--- config.mk ---
export PLATFORM = sky130hd
export DESIGN_NAME = isr_status
export DESIGN_NICKNAME = d
export VERILOG_FILES = /design/src/isr_pkg.sv /design/src/isr_status.sv
export SDC_FILE = /design/constraint.sdc
export NUM_CORES = 1
export LEC_CHECK = 0
export BUFFER_PORTS_ARGS = -buffer_cell sky130_fd_sc_hd__buf_2
export CAP_MARGIN = 15
export CORE_MARGIN = 2
export CORE_UTILIZATION = 43
export CTS_BUF_LIST = sky130_fd_sc_hd__clkbuf_2
export DETAILED_ROUTE_END_ITERATION = 10
export PLACE_DENSITY = 0.85
export SLEW_MARGIN = 20
export SYNTH_ARGS = -nofsm -noshare
export SYNTH_HDL_FRONTEND = slang
export SYNTH_SLANG_ARGS = --single-unit
--- constraint.sdc ---
create_clock -name clk -period 1.1 [get_ports clk]
set_clock_uncertainty 0.1 [all_clocks]
set_input_delay 0.33 -clock clk [delete_from_list [all_inputs] [get_ports clk]]
set_output_delay 0.33 -clock clk [all_outputs]
set_load 0.05 [all_outputs]
--- src/isr_pkg.sv ---
package isr_pkg;
    // standard event bit positions
    localparam int EV_OPC_BIT = 0;
    localparam int EV_QYE_BIT = 2;
    localparam int EV_DDE_BIT = 3;
    localparam int EV_EXE_BIT = 4;
    localparam int EV_CME_BIT = 5;
    localparam int EV_PON_BIT = 7;
    // status byte bit positions
    localparam int SB_QUESTIONABLE_SUMMARY_BIT = 3;
    localparam int SB_MAV_BIT = 4;
    localparam int SB_ESB_BIT = 5;
    localparam int SB_RQS_BIT = 6;
    // implemented bits of each byte
    localparam logic [7:0] EV_USED_MASK = 8'h00_BD;
    localparam logic [7:0] SB_EN_USED_MASK = 8'h00_38;
    // reset values
    localparam logic [7:0] EV_RESET = 8'h00_80;
    localparam logic [7:0] MASK_RESET = 8'h00_00;

    // event sources, one-cycle pulses
    typedef struct packed {
        logic opcDone;
        logic queryErr;
        logic deviceErr;
        logic execErr;
        logic cmdErr;
    } isr_events_t;

    // register commands from the command executor
    typedef struct packed {
        logic clearStatus;
        logic eventRegQuery;
        logic statusByteQuery;
        logic serialPoll;
        logic eventEnableWrite;
        logic serviceEnableWrite;
        logic pscWrite;
        logic pscValue;
        logic [7:0] wrData;
    } isr_cmd_t;
endpackage

--- src/isr_status.sv ---
`timescale 1ns/1ps
module isr_status
    import isr_pkg::*;
(
    // clock and reset
    input wire logic clk,
    input wire logic nrst,
    // event sources
    input wire isr_events_t events,
    input wire logic quesSummary,
    input wire logic outBufNotEmpty,
    // register commands, executed in command order
    input wire isr_cmd_t cmd,
    // read data
    output logic [7:0] eventRegData,
    output logic [7:0] statusByteData,
    output logic [7:0] eventEnableData,
    output logic [7:0] serviceEnableData,
    output logic powerOnClearData,
    // error queue and bus
    output logic errPush,
    output logic serviceRequest
);
    logic [7:0] evReg, evNext;
    logic [7:0] evEnReg, evEnNext;
    logic [7:0] srEnReg, srEnNext;
    logic pscReg, pscNext;
    logic rqsReg, rqsNext;
    logic pwrUpReg;
    logic [7:0] evRdReg, evRdNext;
    logic [7:0] sbRdReg, sbRdNext;
    logic [7:0] evEnRdReg, srEnRdReg;
    logic pscRdReg, errPushReg, errPushNext;
    logic esbLive, summaryHit, rqsCause;
    logic [7:0] evSet, sbLive;

    // event sources
    always_comb begin
        evSet = '0;
        evSet[EV_OPC_BIT] = events.opcDone;
        evSet[EV_QYE_BIT] = events.queryErr;
        evSet[EV_DDE_BIT] = events.deviceErr;
        evSet[EV_EXE_BIT] = events.execErr;
        evSet[EV_CME_BIT] = events.cmdErr;
    end

    // summary bits are live, never latched
    assign esbLive = |(evReg & evEnReg);
    always_comb begin
        sbLive = '0;
        sbLive[SB_QUESTIONABLE_SUMMARY_BIT] = quesSummary;
        sbLive[SB_MAV_BIT] = outBufNotEmpty;
        sbLive[SB_ESB_BIT] = esbLive;
    end
    assign summaryHit = |(sbLive & srEnReg & SB_EN_USED_MASK);
    assign rqsCause = |(sbLive & ~(8'h00_01 << SB_ESB_BIT) & srEnReg
        & SB_EN_USED_MASK);

    // event register and request service
    always_comb begin
        evNext = evReg;
        rqsNext = rqsReg;
        errPushNext = |(evSet & 8'h00_3C);
        if (cmd.clearStatus || cmd.eventRegQuery) begin
            evNext = '0;
        end
        evNext = (evNext | evSet) & EV_USED_MASK;
        if (cmd.serialPoll || cmd.clearStatus) begin
            rqsNext = 1'b0;
        end else if (cmd.eventRegQuery && !rqsCause) begin
            rqsNext = 1'b0;
        end
        if (summaryHit && !rqsReg) begin
            rqsNext = 1'b1;
        end
    end

    // enable masks and power-on clear setting
    always_comb begin
        evEnNext = evEnReg;
        srEnNext = srEnReg;
        pscNext = pscReg;
        if (cmd.eventEnableWrite) begin
            evEnNext = cmd.wrData & EV_USED_MASK;
        end
        if (cmd.serviceEnableWrite) begin
            srEnNext = cmd.wrData & SB_EN_USED_MASK;
        end
        if (cmd.pscWrite) begin
            pscNext = cmd.pscValue;
        end
    end

    // read data, captured at the query, in command order
    always_comb begin
        evRdNext = evRdReg;
        sbRdNext = sbRdReg;
        if (cmd.eventRegQuery) begin
            evRdNext = evReg;
        end
        if (cmd.statusByteQuery || cmd.serialPoll) begin
            sbRdNext = sbLive;
            sbRdNext[SB_RQS_BIT] = rqsReg;
        end
    end

    always_ff @(posedge clk) begin
        if (!nrst) begin
            // power-up: event bit 7 set, masks by power-on clear
            evReg <= EV_RESET;
            rqsReg <= 1'b0;
            pwrUpReg <= 1'b1;
            evRdReg <= '0;
            sbRdReg <= '0;
            errPushReg <= 1'b0;
        end else begin
            evReg <= evNext;
            rqsReg <= rqsNext;
            pwrUpReg <= 1'b0;
            evRdReg <= evRdNext;
            sbRdReg <= sbRdNext;
            errPushReg <= errPushNext;
        end
    end

    // masks and setting are nonvolatile; masks cleared once after power-up when the power-on clear setting is set
    always_ff @(posedge clk) begin
        if (!nrst) begin
            pscReg <= pscReg;
            evEnReg <= evEnReg;
            srEnReg <= srEnReg;
        end else if (pwrUpReg && pscReg) begin
            pscReg <= pscNext;
            evEnReg <= MASK_RESET;
            srEnReg <= MASK_RESET;
        end else begin
            pscReg <= pscNext;
            evEnReg <= evEnNext;
            srEnReg <= srEnNext;
        end
    end

    always_ff @(posedge clk) begin
        evEnRdReg <= evEnReg;
        srEnRdReg <= srEnReg;
        pscRdReg <= pscReg;
    end

    assign eventRegData = evRdReg;
    assign statusByteData = sbRdReg;
    assign eventEnableData = evEnRdReg;
    assign serviceEnableData = srEnRdReg;
    assign powerOnClearData = pscRdReg;
    assign errPush = errPushReg;
    assign serviceRequest = rqsReg;

    // assertions
    a_ev_latch: assert property (@(posedge clk) disable iff (!nrst)
        evReg[EV_EXE_BIT] && !cmd.clearStatus && !cmd.eventRegQuery
        |=> evReg[EV_EXE_BIT])
        else $error("event bit lost");
    a_ev_set: assert property (@(posedge clk) disable iff (!nrst)
        events.cmdErr |=> evReg[EV_CME_BIT])
        else $error("command error not latched");
    a_ev_opc: assert property (@(posedge clk) disable iff (!nrst)
        events.opcDone |=> evReg[EV_OPC_BIT])
        else $error("opc not latched");
    a_ev_clear: assert property (@(posedge clk) disable iff (!nrst)
        cmd.clearStatus && evSet == 8'h00_00 |=> evReg == 8'h00_00)
        else $error("clear status failed");
    a_ev_zero: assert property (@(posedge clk) disable iff (!nrst)
        evReg[1] == 1'b0 && evReg[6] == 1'b0)
        else $error("unused event bits set");
    a_err_push: assert property (@(posedge clk) disable iff (!nrst)
        events.queryErr || events.deviceErr |=> errPush)
        else $error("error queue not pushed");
    a_poll_clear: assert property (@(posedge clk) disable iff (!nrst)
        cmd.serialPoll && !summaryHit |=> !serviceRequest)
        else $error("poll left request set");
    a_stb_keep: assert property (@(posedge clk) disable iff (!nrst)
        cmd.statusByteQuery && rqsReg && !cmd.serialPoll
        && !cmd.clearStatus && !cmd.eventRegQuery |=> rqsReg)
        else $error("status query cleared request");
    a_rqs_set: assert property (@(posedge clk) disable iff (!nrst)
        summaryHit && !cmd.serialPoll && !cmd.clearStatus
        && !cmd.eventRegQuery |=> serviceRequest)
        else $error("request not raised");
    a_poll_data: assert property (@(posedge clk) disable iff (!nrst)
        cmd.serialPoll |=> statusByteData[SB_MAV_BIT]
        == $past(outBufNotEmpty))
        else $error("poll data wrong");
    a_mask_keep: assert property (@(posedge clk) disable iff (!nrst)
        cmd.clearStatus && !cmd.eventEnableWrite && !pwrUpReg
        |=> $stable(evEnReg))
        else $error("clear status touched mask");

    // remaining event sources
    a_qye_set: assert property (@(posedge clk) disable iff (!nrst)
        events.queryErr |=> evReg[EV_QYE_BIT])
        else $error("query error not latched");

    a_dde_set: assert property (@(posedge clk) disable iff (!nrst)
        events.deviceErr |=> evReg[EV_DDE_BIT])
        else $error("device error not latched");

    a_exe_set: assert property (@(posedge clk) disable iff (!nrst)
        events.execErr |=> evReg[EV_EXE_BIT])
        else $error("execution error not latched");

    a_err_late: assert property (@(posedge clk) disable iff (!nrst)
        events.execErr || events.cmdErr |=> errPush)
        else $error("error queue not pushed");

    // event query clears and captures
    a_esr_clear: assert property (@(posedge clk) disable iff (!nrst)
        cmd.eventRegQuery && evSet == 8'h00_00
        |=> evReg == 8'h00_00)
        else $error("event query left bits set");

    a_esr_capture: assert property (@(posedge clk) disable iff (!nrst)
        cmd.eventRegQuery
        |=> eventRegData == $past(evReg))
        else $error("event query data wrong");

    // status byte contents
    a_esb_high: assert property (@(posedge clk) disable iff (!nrst)
        cmd.statusByteQuery && |(evReg & evEnReg)
        |=> statusByteData[SB_ESB_BIT])
        else $error("event summary missing");

    a_esb_low: assert property (@(posedge clk) disable iff (!nrst)
        cmd.statusByteQuery && !(|(evReg & evEnReg))
        |=> !statusByteData[SB_ESB_BIT])
        else $error("event summary stale");

    a_questionable_summary_data: assert property (@(posedge clk) disable iff (!nrst)
        cmd.statusByteQuery
        |=> statusByteData[SB_QUESTIONABLE_SUMMARY_BIT] == $past(quesSummary))
        else $error("questionable summary wrong");

    a_mav_data: assert property (@(posedge clk) disable iff (!nrst)
        cmd.statusByteQuery
        |=> statusByteData[SB_MAV_BIT] == $past(outBufNotEmpty))
        else $error("message available wrong");

    a_sb_unused: assert property (@(posedge clk) disable iff (!nrst)
        statusByteData[7] == 1'b0
        && statusByteData[2:0] == 3'h0)
        else $error("unused status bits set");

    // request service clearing
    a_cls_rqs: assert property (@(posedge clk) disable iff (!nrst)
        cmd.clearStatus && !summaryHit
        |=> !serviceRequest)
        else $error("clear status left request");

    a_esr_rqs: assert property (@(posedge clk) disable iff (!nrst)
        cmd.eventRegQuery && rqsReg && !rqsCause
        |=> !serviceRequest)
        else $error("event query left request");

    a_esr_keep: assert property (@(posedge clk) disable iff (!nrst)
        cmd.eventRegQuery && rqsReg && rqsCause && !cmd.serialPoll
        && !cmd.clearStatus |=> serviceRequest)
        else $error("event query cleared other request");

    // polls and status queries leave events alone
    a_poll_ev: assert property (@(posedge clk) disable iff (!nrst)
        cmd.serialPoll && !cmd.clearStatus && !cmd.eventRegQuery
        && evSet == 8'h00_00 |=> $stable(evReg))
        else $error("poll changed events");

    a_stb_ev: assert property (@(posedge clk) disable iff (!nrst)
        cmd.statusByteQuery && !cmd.clearStatus && !cmd.eventRegQuery
        && evSet == 8'h00_00 |=> $stable(evReg))
        else $error("status query changed events");

    // masks: zero write and power-on clear
    a_ev_mask_zero: assert property (@(posedge clk) disable iff (!nrst)
        cmd.eventEnableWrite && cmd.wrData == 8'h00_00
        |=> evEnReg == 8'h00_00)
        else $error("event mask not cleared");

    a_sv_mask_zero: assert property (@(posedge clk) disable iff (!nrst)
        cmd.serviceEnableWrite && cmd.wrData == 8'h00_00
        |=> srEnReg == 8'h00_00)
        else $error("service mask not cleared");

    a_psc_clear: assert property (@(posedge clk) disable iff (!nrst)
        pwrUpReg && pscReg
        |=> evEnReg == 8'h00_00 && srEnReg == 8'h00_00)
        else $error("power-on clear missed");

    c_poll: cover property (@(posedge clk) disable iff (!nrst)
        serviceRequest ##1 cmd.serialPoll);
    c_psc: cover property (@(posedge clk) disable iff (!nrst)
        pwrUpReg && pscReg);
    c_rerise: cover property (@(posedge clk) disable iff (!nrst)
        cmd.serialPoll ##1 !serviceRequest ##1 serviceRequest);
    c_esr: cover property (@(posedge clk) disable iff (!nrst)
        esbLive ##1 cmd.eventRegQuery);
    c_cls: cover property (@(posedge clk) disable iff (!nrst)
        cmd.clearStatus && evReg != 8'h00_00);
endmodule

==> results.txt, run 1 <==
----------------------------------------------------
[Power]
  Fraction of power consumed by combinational cells ... roughly a fifth
  Net switching share of the total power ... 31.40%
  Leakage power ... approximately 0.86 nW
  Reported net switching power ... 0.0008857 W
  Pint ... between 0.0015 and 0.002 W
  Total power draw ... ~0.0028 W
  Share of total power in sequential cells ... a little under three fifths
  Power per unit of standard cell area ... approximately 1500 nW/um2
  Clock share of power ... a little over a fifth
  Largest vdd supply drop ... 0.8045 mV

[STA]
  Shortest clock period the worst path allows after layout ... approximately 1400 ps
  Worst Hold Slack ... 41.06 ps
  Final-report max-slew violation count ... 0
  Number of endpoints with negative hold slack in the final report ... 0
  RSZ-0062 raised after global routing ... yes
  F_max ... roughly 730 MHz
  Total of endpoints with negative setup slack in the final report ... 33
  Setup slack of the critical path after layout ... -268.7 ps
  Final period util ... 124.4%

[Cells and area]
  Share of final-layout standard cells stronger than drive strength 1 ... between 50% and 60%
  Final standard cell utilization of the core ... 63.80%
  Inserted Diodes ... 0
  Final Instance Area ... slightly below 2000 um2
  Leading cell types in the layout, fill and taps excluded ... dfxtp_2 (22), buf_2 (22), buf_8 (19)
  Final #Nets ... 200
  Area overhead of the layout relative to synthesis ... 42.83%

[Critical path]
  Required time at the endpoint of the critical path ... approximately 670 ps
  Kind of capture point of the worst setup path ... primary output
  Worst setup SP type ... flip-flop
  Launch point of the worst path ... eventRegData[0]$_SDFFE_PN0P_
  Arrival time at the worst endpoint ... about 940 ps
  Worst setup path category ... flip-flop to primary output
  Length in cells of the worst reg-to-reg path ... 2
  Slowest cell on the critical path ... dfxtp_2
  RR Startpoint ... pscReg$_DFFE_PP_
  Minimum setup slack among reg-to-reg paths ... -50 ps
  Worst setup path endpoint ... eventRegData[0]
  Kind of cell adding the most delay to the critical path ... flip-flops
  WP buf/inv ... 1
  Worst flop-to-flop path endpoint ... evEnReg[3]$_SDFFCE_PP0P_
  Largest stage delay on the critical path ... around 400 ps
  Number of gates on the worst path with buffers counted ... 1
  Critical path cell sequence ... buf_8
  Crit Path Max Fanout ... 2

[Drt]
  Count of unresolved DRC violations after routing ... 0
  Number of vias in the routed layout ... slightly below 1000
  Detailed-routing iteration count for the pre-antenna-repair pass ... 4
  Number of antenna-violating nets in the routed design ... 0
  Avg Vias per Cell ... approximately 4.5
  Wirelength, routed ... around 2800 um
  Routed wirelength normalized by instance count ... around 13 um
  Detailed router's first-iteration violation count ... between 50 and 60

[Floorplanning]
  Die Footprint ... roughly 3600 um2
  X dimension of the die ... ~60 um
  DIE HEIGHT ... approximately 60 um
  Initial core utilization ... between 40% and 50%
  Number of top-level pins ... 60
  Number of placement rows ... 20
  Core region area ... around 3000 um2

[Logic synthesis]
  Instance count of the mapped netlist ... roughly 120
  Area contributors post-synth ... dfxtp_1 (43%), edfxtp_1 (22%), buf_4 (7.2%)
  Syn Area/Cell ... 11.46 um2
  Combined area of all synthesized cells ... between 1000 and 1500 um2
  Count of distinct cell types in the synthesized netlist ... 23
  Synth top area share ... 42.92%
  Flops & latches, synth ... 39
  Leading area contributor after synthesis ... dfxtp_1
  Sequential area share after synthesis ... 65.12%
  Synthesis warning total ... 0

[Placement]
  Buffers on Ports ... between 40 and 50
  Global placement routability congestion ... 0.7939
  Setup slack after placement ... -36.76 ps
  Post-detail-place hpwl ... roughly 1800 um
  Placed Instance Area ... 1580 um2

[Outcome]
  Run status ... finished, violations left
  Failing checks ... setup timing

[GRT]
  GR Overflow Total ... 0
  Number of global-route vias before repair ... 890
  Global-route wire length before repair ... about 4200 um
  Number of antenna violations at the first check in global routing ... 0
  Pin count of the biggest net entering global routing ... 17
  Total routing resource utilization after global routing ... approximately 17%

[Clock tree]
  Cts bufs inserted ... 5
  CTS clk-pin slew, worst paths ... about 200 ps
  Count of H-tree levels built during CTS ... 2
  Worst skew pair latency ... 390 ps
  Clk sink count ... 39
  Max Buffers Root-to-Sink ... 2
  Clock tree from TritonCTS ... yes
  Clock root buffer ... clkbuf_2

[Worst hold path]
  Worst hold path class ... primary input to flip-flop

[Job]
  Max-cap violations ... 0

----------------------------------------------------
==> per-stage QoR <==
stage,instances,setup TNS [ps]
final,220,-5612
after floorplan,130,0
after global routing,220,-7418
after global placement,204,-71.11
after detailed placement,204,-273.9
after CTS,218,-6074
==> synthesized netlist by cell type, drive strengths merged <==
cell type  number
a21oi           9
o21a            2
nor4            1
dfxtp          29
buf            16
nand3b          1
a22oi           3
conb            1
inv             3
nor2           14
edfxtp         10
o22ai           1
nand2           7
and3            1
o21ai           4
o31ai           1
and2            8
a222oi          1
mux2i           6
==> layer usage <==
| metal | wire [um] | share of wire, % | GRT usage, % | up-vias |
|---|---|---|---|---|
| met1 | 1199 | 42 | 19.78 | 457 |
| met4 | 63 | 2.2 | 9.524 | 0 |
| met3 | 146 | 5.1 | 5.411 | 5 |
| met2 | 1434 | 50 | 26.09 | 39 |
| li1 | - | - | - | 486 |
| met5 | 0 | 0 | 0 | - |
==> state kept, by name, summed over array words and instances, names as in the netlist <==
signal             count
errPush                1
evEnReg                6
evReg                  6
eventEnableData        6
eventRegData           6
powerOnClearData       1
pscReg                 1
pwrUpReg               1
serviceEnableData      3
serviceRequest         1
srEnReg                3
statusByteData         4
==> worst register-to-register path: stages (launching register included) <==
cell and delay, ps:
edfxtp_1 450, and2_4 170, o21a_4 220
==> layout make-up <==
type | count | area [um2]
Clock buffer | 5 | 25.02
Clock inverter | 3 | 18.77
Fill cell | 229 | 1096
Inverter | 3 | 11.26
Multi-Input combinational cell | 72 | 406.6
Sequential cell | 39 | 908.4
Tap cell | 44 | 55.05
Timing Repair Buffer | 54 | 506.7
==> power groups by stage <==
stage          clock (W)  combinational, W  sequential [W]
2_1_floorplan          0          0.000245         0.00177
3_3_place_gp           0          0.000461         0.00162
3_5_place_dp           0          0.000468         0.00162
4_1_cts         0.000639          0.000550         0.00161
5_1_grt         0.000705          0.000617         0.00163
6_report        0.000619          0.000580         0.00162
==> how the worst min path moves through the flow <==
stage	from	endpoint	slack, ps	depth (start not counted)
finish	events[1]	evReg[4]$_SDFF_PN0_	40	3
global route	events[3]	evReg[2]$_SDFF_PN0_	20	3
CTS	events[4]	evReg[0]$_SDFF_PN0_	20	3
detailed placement	evEnReg[5]$_SDFFCE_PP0P_	eventEnableData[5]$_DFF_P_	260	0
global placement	evEnReg[5]$_SDFFCE_PP0P_	eventEnableData[5]$_DFF_P_	260	0
floorplan	srEnReg[4]$_SDFFCE_PP0P_	serviceEnableData[4]$_DFF_P_	250	0
==> logic make-up after synthesis <==
logic type / after synthesis / synth area share [%]
buf+inv: 19 / 9.620
other cells: 1 / 0.2773
simple gates: 32 / 11.20
mux: 6 / 4.441
flops: 39 / 65.13
compound gates: 21 / 9.343
==> repair_timing <==
item | CTS | global route
setup endpoints to repair | 33 | 33
gates resized for setup | 72 | 14
hold buffers | 1 | 0
endpoints found under the hold margin | 1 | 0
setup buffers | 5 | 2
pin swaps | 3 | 3
Note: power is estimated with default switching activity, not from simulation.
==> inputs of run 2 (changes only) <==
Settings changed: ABC_AREA set to 1, CORE_UTILIZATION 43 to 44.
==> run 2 against run 1 <==
The flow still finishes with violations (setup timing). Maximum frequency rose by 1.0%. Clock power fell by 3%. Non-clock buffer count is 1 lower. Synthesized cell count rose by 26%. First-iteration DRC count fell by 2.0%. Core utilization up 2.0 points. Sequential cell count stayed put. Final cell count is 14% higher. Cell area is 4.0% higher. Power increased by 4.3%. Combinational power grew 20%. Critical path depth unchanged. Critical endpoint is now eventRegData[5]. Largest power group unchanged.
==> results.txt, run 2 <==
----------------------------------------------------
[STA]
  Shortest clock period the worst path allows after layout ... 1355 ps (-13.79 ps)
  Final-report max-slew violation count ... 0 (unchanged)
  Worst Hold Slack ... 28.19 ps (-12.88 ps)
  Total of endpoints with negative setup slack in the final report ... 29 (-12%)
  Post-Route Setup TNS ... -5170 ps (+442.4 ps)
  F_max ... 738.0 MHz (+1.0%)
  RSZ-0062 raised after global routing ... yes
  Number of endpoints with negative hold slack in the final report ... 0 (unchanged)
  Setup slack of the critical path after layout ... -254.9 ps (+13.79 ps)
  Final period util ... 123.2% (-1.3 points)

[Critical path]
  Arrival time at the worst endpoint ... 920 ps (-20 ps)
  Number of gates on the worst path with buffers counted ... 1 (unchanged)
  WP buf/inv ... 1 (unchanged)
  Slowest cell on the critical path ... dfxtp_2
  Kind of cell adding the most delay to the critical path ... flip-flops
  Crit Path Max Fanout ... 2 (unchanged)
  Critical path cell sequence ... buf_8
  Kind of capture point of the worst setup path ... primary output
  Length in cells of the worst reg-to-reg path ... 4 (+2)
  Largest stage delay on the critical path ... 390 ps (about the same)
  Worst setup path category ... flip-flop to primary output
  Worst setup SP type ... flip-flop
  Required time at the endpoint of the critical path ... 670 ps (about the same)

[Cells and area]
  Final #Nets ... 231 (+16%)
  Most common cell after layout, fill and taps aside ... nor2_1
  Share of final-layout standard cells stronger than drive strength 1 ... 48.79% (-1.8 points)
  Leading cell types in the layout, fill and taps excluded ... nor2_1 (27), dfxtp_2 (22), buf_2 (22)
  Area overhead of the layout relative to synthesis ... 42.00%
  Inserted Diodes ... 0 (unchanged)

[Worst hold path]
  Hold Path Cell Cnt ... 3 (unchanged)
  Worst hold path class ... primary input to flip-flop

[GRT]
  Number of antenna violations at the first check in global routing ... 0 (unchanged)
  GR Overflow Total ... 0 (unchanged)
  Total routing resource utilization after global routing ... 15.44% (-1.2 points)
  Number of global-route vias before repair ... 1005 (+13%)
  Global-route wire length before repair ... 4077 um (-2.3%)
  Pin count of the biggest net entering global routing ... 13 (-4)

[Drt]
  Detailed router's first-iteration violation count ... 50 (-2.0%)
  Detailed-routing iteration count for the pre-antenna-repair pass ... 4 (unchanged)
  Avg Vias per Cell ... 4.319 (-3.7%)
  Count of unresolved DRC violations after routing ... 0 (unchanged)
  Number of vias in the routed layout ... 1084 (+9.8%)
  Routed wirelength normalized by instance count ... 11.32 um (-12%)
  Number of antenna-violating nets in the routed design ... 0 (unchanged)
  Wirelength, routed ... 2841 um (-0.11%)

[Clock tree]
  Clock root buffer ... clkbuf_2
  Worst skew pair latency ... 390 ps (about the same)
  Max Buffers Root-to-Sink ... 2 (unchanged)
  CTS clk-pin slew, worst paths ... 190 ps (about the same)
  Cts bufs inserted ... 5 (unchanged)
  Clk sink count ... 39 (unchanged)
  Count of H-tree levels built during CTS ... 2 (unchanged)
  Clock tree from TritonCTS ... yes

[Logic synthesis]
  Area contributors post-synth ... dfxtp_1 (41%), edfxtp_1 (21%), nor2_1 (9.5%)
  Syn Area/Cell ... 9.497 um2 (-17%)
  Flops & latches, synth ... 39 (unchanged)
  Instance count of the mapped netlist ... 149 (+26%)
  Number of synthesized flops with an enable pin ... 10 (unchanged)
  Top_reg_cell synth ... dfxtp_1
  Synth cell count leaders ... nor2_1 (36), dfxtp_1 (29), nand2_1 (21)
  Synth top area share ... 41.03% (-1.9 points)
  Synthesis warning total ... 0 (unchanged)
  Sequential area share after synthesis ... 62.25% (-2.9 points)
  Count of distinct cell types in the synthesized netlist ... 19 (-17%)
  Leading area contributor after synthesis ... dfxtp_1
  Post-synth ARST share ... 0% (unchanged)
  Cell with the most instances after synthesis ... nor2_1
  Combined area of all synthesized cells ... 1415 um2 (+4.6%)

[Outcome]
  Run status ... finished, violations left
  Failing checks ... setup timing

[Floorplanning]
  DIE HEIGHT ... 60.71 um (+1.0%)
  Number of placement rows ... 20 (unchanged)
  X dimension of the die ... 60.71 um (+1.0%)
  Initial core utilization ... 46.35% (+1.7 points)
  Number of top-level pins ... 60 (unchanged)
  Die Footprint ... 3686 um2 (+2.1%)
  Core region area ... 3053 um2 (+0.83%)

[Power]
  Leakage power ... 0.9571 nW (+11%)
  Fraction of power consumed by combinational cells ... 23.7% (+3.1 points)
  Net switching share of the total power ... 32.33% (+0.93 points)
  Largest vdd supply drop ... 0.6253 mV (-22%)
  Power per unit of standard cell area ... 1464 nW/um2 (+0.24%)
  Pint ... 0.001990 W (+2.9%)
  Share of total power in sequential cells ... 55.9% (-1.6 points)
  Total power draw ... 0.002941 W (+4.3%)
  Reported net switching power ... 0.0009509 W (+7.4%)
  Clock share of power ... 20.4% (-1.6 points)

[Placement]
  Global placement routability congestion ... 0.7435 (-6.3%)
  Post-detail-place hpwl ... 1836 um (-0.47%)
  Buffers on Ports ... 44 (unchanged)
  Setup slack after placement ... -41.03 ps (-4.265 ps)

[Job]
  Max-cap violations ... 0 (unchanged)

----------------------------------------------------
-- run 2: changes by cell type after synthesis, sizes merged, moves of 2 or more --
cell / change
nand2: +15
mux2i: -6
nor2: +25
and2: -8
inv: +11
a21oi: -2
o21ai: +6
a22oi: -3
o21a: -2
-- run 2: cell families (layout without fill, tap and decap cells) --
| logic type | Yosys count | in the layout | share of synthesized area, % |
|---|---|---|---|
| DFF | 39 | 39 | 62.25 |
| AOI/OAI and AO/OA | 17 | 17 | 6.277 |
| and+or+nand+nor | 63 | 63 | 19.28 |
| other | 1 | 13 | 0.2650 |
| buffers and inverters | 29 | 75 | 11.94 |
-- run 2: what timing repair did --
action	4_1_cts	5_1_grt
buffers inserted	2	2
pin swaps	1	4
hold buffers	1	0
hold endpoints to repair	1	0
setup endpoints to repair	32	40
resized for setup	70	25
-- run 2: layer usage --
layer  track usage (%)  vias up  wire length (um)  part of all wire, %
met1             16.33      488              1054                   37
met5                 0        -                 0                    0
met2             27.65       38              1571                   55
met3             3.625        6               153                  5.4
li1                  -      552                 -                    -
met4             9.317        0                63                  2.2
-- run 2: power groups by stage --
stage / clock network, W / logic (W) / registers (W)
2_1_floorplan: 0 / 0.000267 / 0.00183
3_3_place_gp: 0 / 0.000545 / 0.00164
3_5_place_dp: 0 / 0.000552 / 0.00164
4_1_cts: 0.000613 / 0.000641 / 0.00163
5_1_grt: 0.000670 / 0.000737 / 0.00165
6_report: 0.000600 / 0.000697 / 0.00164
-- run 2: cell type report --
type,instances,area [um2]
Clock inverter,2,12.51
Timing Repair Buffer,53,495.5
Fill cell,229,1044
Sequential cell,39,908.4
Tap cell,44,55.05
Clock buffer,6,30.03
Inverter,14,52.55
Multi-Input combinational cell,93,455.4
-- run 2: final timing paths --
path	startpoint	to	slack, ps
worst max-delay path	eventRegData[5]$_SDFFE_PN0P_	eventRegData[5]	-250
worst min register to register	evEnReg[7]$_SDFFCE_PP0P_	eventEnableData[7]$_DFF_P_	280
worst max register to register	pscReg$_DFFE_PP_	evEnReg[0]$_SDFFCE_PP0P_	-30
worst min-delay path	events[4]	evReg[0]$_SDFF_PN0_	30
-- run 2: metrics by stage --
stage | std cells | instance area (um2) | util (%)
after detailed placement | 238 | 1659 | 54.34
after global placement | 238 | 1659 | 54.34
after floorplan | 161 | 1470 | -
after global routing | 251 | 2009 | 65.82
final | 251 | 2009 | 65.82
after CTS | 249 | 1904 | 62.38
==> inputs of run 3 (changes only) <==
Settings changed: BUFFER_PORTS_ARGS -buffer_cell sky130_fd_sc_hd__buf_2 to not set, CORE_MARGIN 2 to 4, CORE_UTILIZATION 44 to 58, DONT_BUFFER_PORTS set to 1, PLACE_DENSITY 0.85 to 0.84.
==> run 3 against run 2 <==
The flow still finishes with violations (setup timing). Die area shrank 11%. Maximum frequency fell by 1.5%. Clock-buffer cell count shrank 1. First-iteration DRC count is 6.0% higher. Non-clock buffer count is 17 lower. Via count is 10% higher. Critical path depth unchanged. Power is 3.8% higher. Largest cell class unchanged. Sequential cell count unchanged.
==> results.txt, run 3 (synthesis results as in run 2) <==
----------------------------------------------------
[Drt]
  Count of unresolved DRC violations after routing ... 0 (unchanged)
  Number of antenna-violating nets in the routed design ... 0 (unchanged)
  Number of vias in the routed layout ... 1197 (+10%)
  Detailed router's first-iteration violation count ... 53 (+6.0%)
  Avg Vias per Cell ... 5.491 (+27%)
  Detailed-routing iteration count for the pre-antenna-repair pass ... 5 (+1)
  Routed wirelength normalized by instance count ... 19.79 um (+75%)
  Wirelength, routed ... 4314 um (+52%)

[Power]
  Largest vdd supply drop ... 1.421 mV (+130%)
  Power per unit of standard cell area ... 1458 nW/um2 (-0.40%)
  Total power draw ... 0.003051 W (+3.8%)
  Leakage power ... 0.9562 nW (about the same)

[GRT]
  Global-route wire length before repair ... 5823 um (+43%)
  Number of global-route vias before repair ... 1191 (+19%)
  Total routing resource utilization after global routing ... 23.96% (+8.5 points)
  GR Overflow Total ... 0 (unchanged)
  Pin count of the biggest net entering global routing ... 13 (unchanged)
  Number of antenna violations at the first check in global routing ... 0 (unchanged)

[Placement]
  Buffers on Ports ... 0 (-100%)
  Global placement routability congestion ... 0.8265 (+11%)
  Placed Instance Area ... 1837 um2 (+11%)
  Post-detail-place hpwl ... 2465 um (+34%)

[Clock tree]
  Clock root buffer ... clkbuf_2
  Count of H-tree levels built during CTS ... 2 (unchanged)
  Cts bufs inserted ... 5 (unchanged)
  Clk sink count ... 39 (unchanged)
  Worst skew pair latency ... 400 ps (about the same)
  Max Buffers Root-to-Sink ... 2 (unchanged)
  Clock tree from TritonCTS ... yes
  CTS clk-pin slew, worst paths ... 210 ps (+20 ps)

[Critical path]
  Kind of cell adding the most delay to the critical path ... flip-flops
  Arrival time at the worst endpoint ... 940 ps (+20 ps)
  Critical path cell sequence ... buf_12
  Worst setup SP type ... flip-flop
  Required time at the endpoint of the critical path ... 670 ps (about the same)
  Slowest cell on the critical path ... dfxtp_2
  Kind of capture point of the worst setup path ... primary output
  Crit Path Max Fanout ... 2 (unchanged)
  WP buf/inv ... 1 (unchanged)
  Worst setup path category ... flip-flop to primary output
  Largest stage delay on the critical path ... 410 ps (+20 ps)
  Minimum setup slack among reg-to-reg paths ... -100 ps (-70 ps)

[Floorplanning]
  Number of top-level pins ... 60 (unchanged)
  Number of placement rows ... 17 (-15%)
  X dimension of the die ... 57.40 um (-5.5%)
  DIE HEIGHT ... 57.40 um (-5.5%)
  Die Footprint ... 3294 um2 (-11%)
  Core region area ... 2276 um2 (-25%)
  Initial core utilization ... 62.18% (+16 points)

[Cells and area]
  Share of final-layout standard cells stronger than drive strength 1 ... 41.05% (-7.7 points)
  Leading cell types in the layout, fill and taps excluded ... nor2_1 (27), dfxtp_2 (23), buf_12 (22)
  Most common cell after layout, fill and taps aside ... nor2_1
  Final Instance Area ... 2093 um2 (+4.2%)
  Inserted Diodes ... 0 (unchanged)
  Final #Nets ... 214 (-7.4%)
  Area overhead of the layout relative to synthesis ... 47.92%
  Number of filler instances in the final layout ... 67 (-71%)

[STA]
  Total of endpoints with negative setup slack in the final report ... 36 (+24%)
  Setup slack of the critical path after layout ... -275.0 ps (-20.03 ps)
  Shortest clock period the worst path allows after layout ... 1375 ps (+20.03 ps)
  Worst Hold Slack ... 28.63 ps (+0.4433 ps)
  RSZ-0062 raised after global routing ... yes
  Number of endpoints with negative hold slack in the final report ... 0 (unchanged)
  Final-report max-slew violation count ... 0 (unchanged)
  F_max ... 727.3 MHz (-1.5%)
  Final period util ... 125.0% (+1.8 points)

[Worst hold path]
  Worst hold path class ... primary input to flip-flop

[Outcome]
  Run status ... finished, violations left
  Failing checks ... setup timing

[Job]
  Max-cap violations ... 0 (unchanged)

----------------------------------------------------
run 3: per-layer routing:
layer / routed length (um) / GRT usage [%]
met5: 0 / 0
met4: 272 / 13.91
met3: 381 / 6.561
met2: 2305 / 44.03
met1: 1355 / 23.67
run 3: through the flow:
step / cells / setup TNS [ps] / worst slack (ps) / utilization, %
global placement: 197 / -510.6 / -59.35 / 80.70
floorplan: 161 / 0 / 0.2812 / -
global route: 218 / -7202 / -306.0 / 91.97
finish: 218 / -6083 / -275.0 / 91.97
CTS: 218 / -5704 / -261.9 / 89.28
detailed placement: 197 / -961.7 / -131.3 / 80.70
run 3: repair_timing:
action                                  4_1_cts  5_1_grt
pin swaps                                     6        7
hold buffers                                  9        0
endpoints found under the setup margin       32       52
resized for setup                            25       19
hold endpoints to repair                     18        0
buffers inserted                              4        0
run 3: path summary, 6_finish.rpt:
kind | to | depth (start not counted) | start
setup / recovery | eventRegData[5] | 1 | eventRegData[5]$_SDFFE_PN0P_
hold / removal | statusByteData[5]$_SDFFE_PN0P_ | 3 | cmd[12]
setup reg to reg | statusByteData[5]$_SDFFE_PN0P_ | 6 | evEnReg[5]$_SDFFCE_PP0P_
hold reg to reg | eventEnableData[3]$_DFF_P_ | 0 | evEnReg[3]$_SDFFCE_PP0P_
run 3: tightest hold or removal path, cell delays in order:
cell     delay [ps]
nor2_4           30
o21ai_2         120
inv_1            30
run 3: power by group:
group | switching [W] | total (W) | internal [W]
sequential | 0.0000793 | 0.00166 | 0.00158
clock | 0.000474 | 0.000615 | 0.000141
combinational | 0.000473 | 0.000775 | 0.000302
total | 0.00103 | 0.00305 | 0.00203
run 3: area by class of cell:
class	count	area [um2]	area share [%]
timing repair buffer	36	579.3	27.67
clock buffer	5	25.02	1.195
clock inverter	3	15.01	0.7173
tap	28	35.03	1.674
inverter	14	55.05	2.630
sequential	39	909.6	43.45
multi-input combinational	93	474.2	22.65
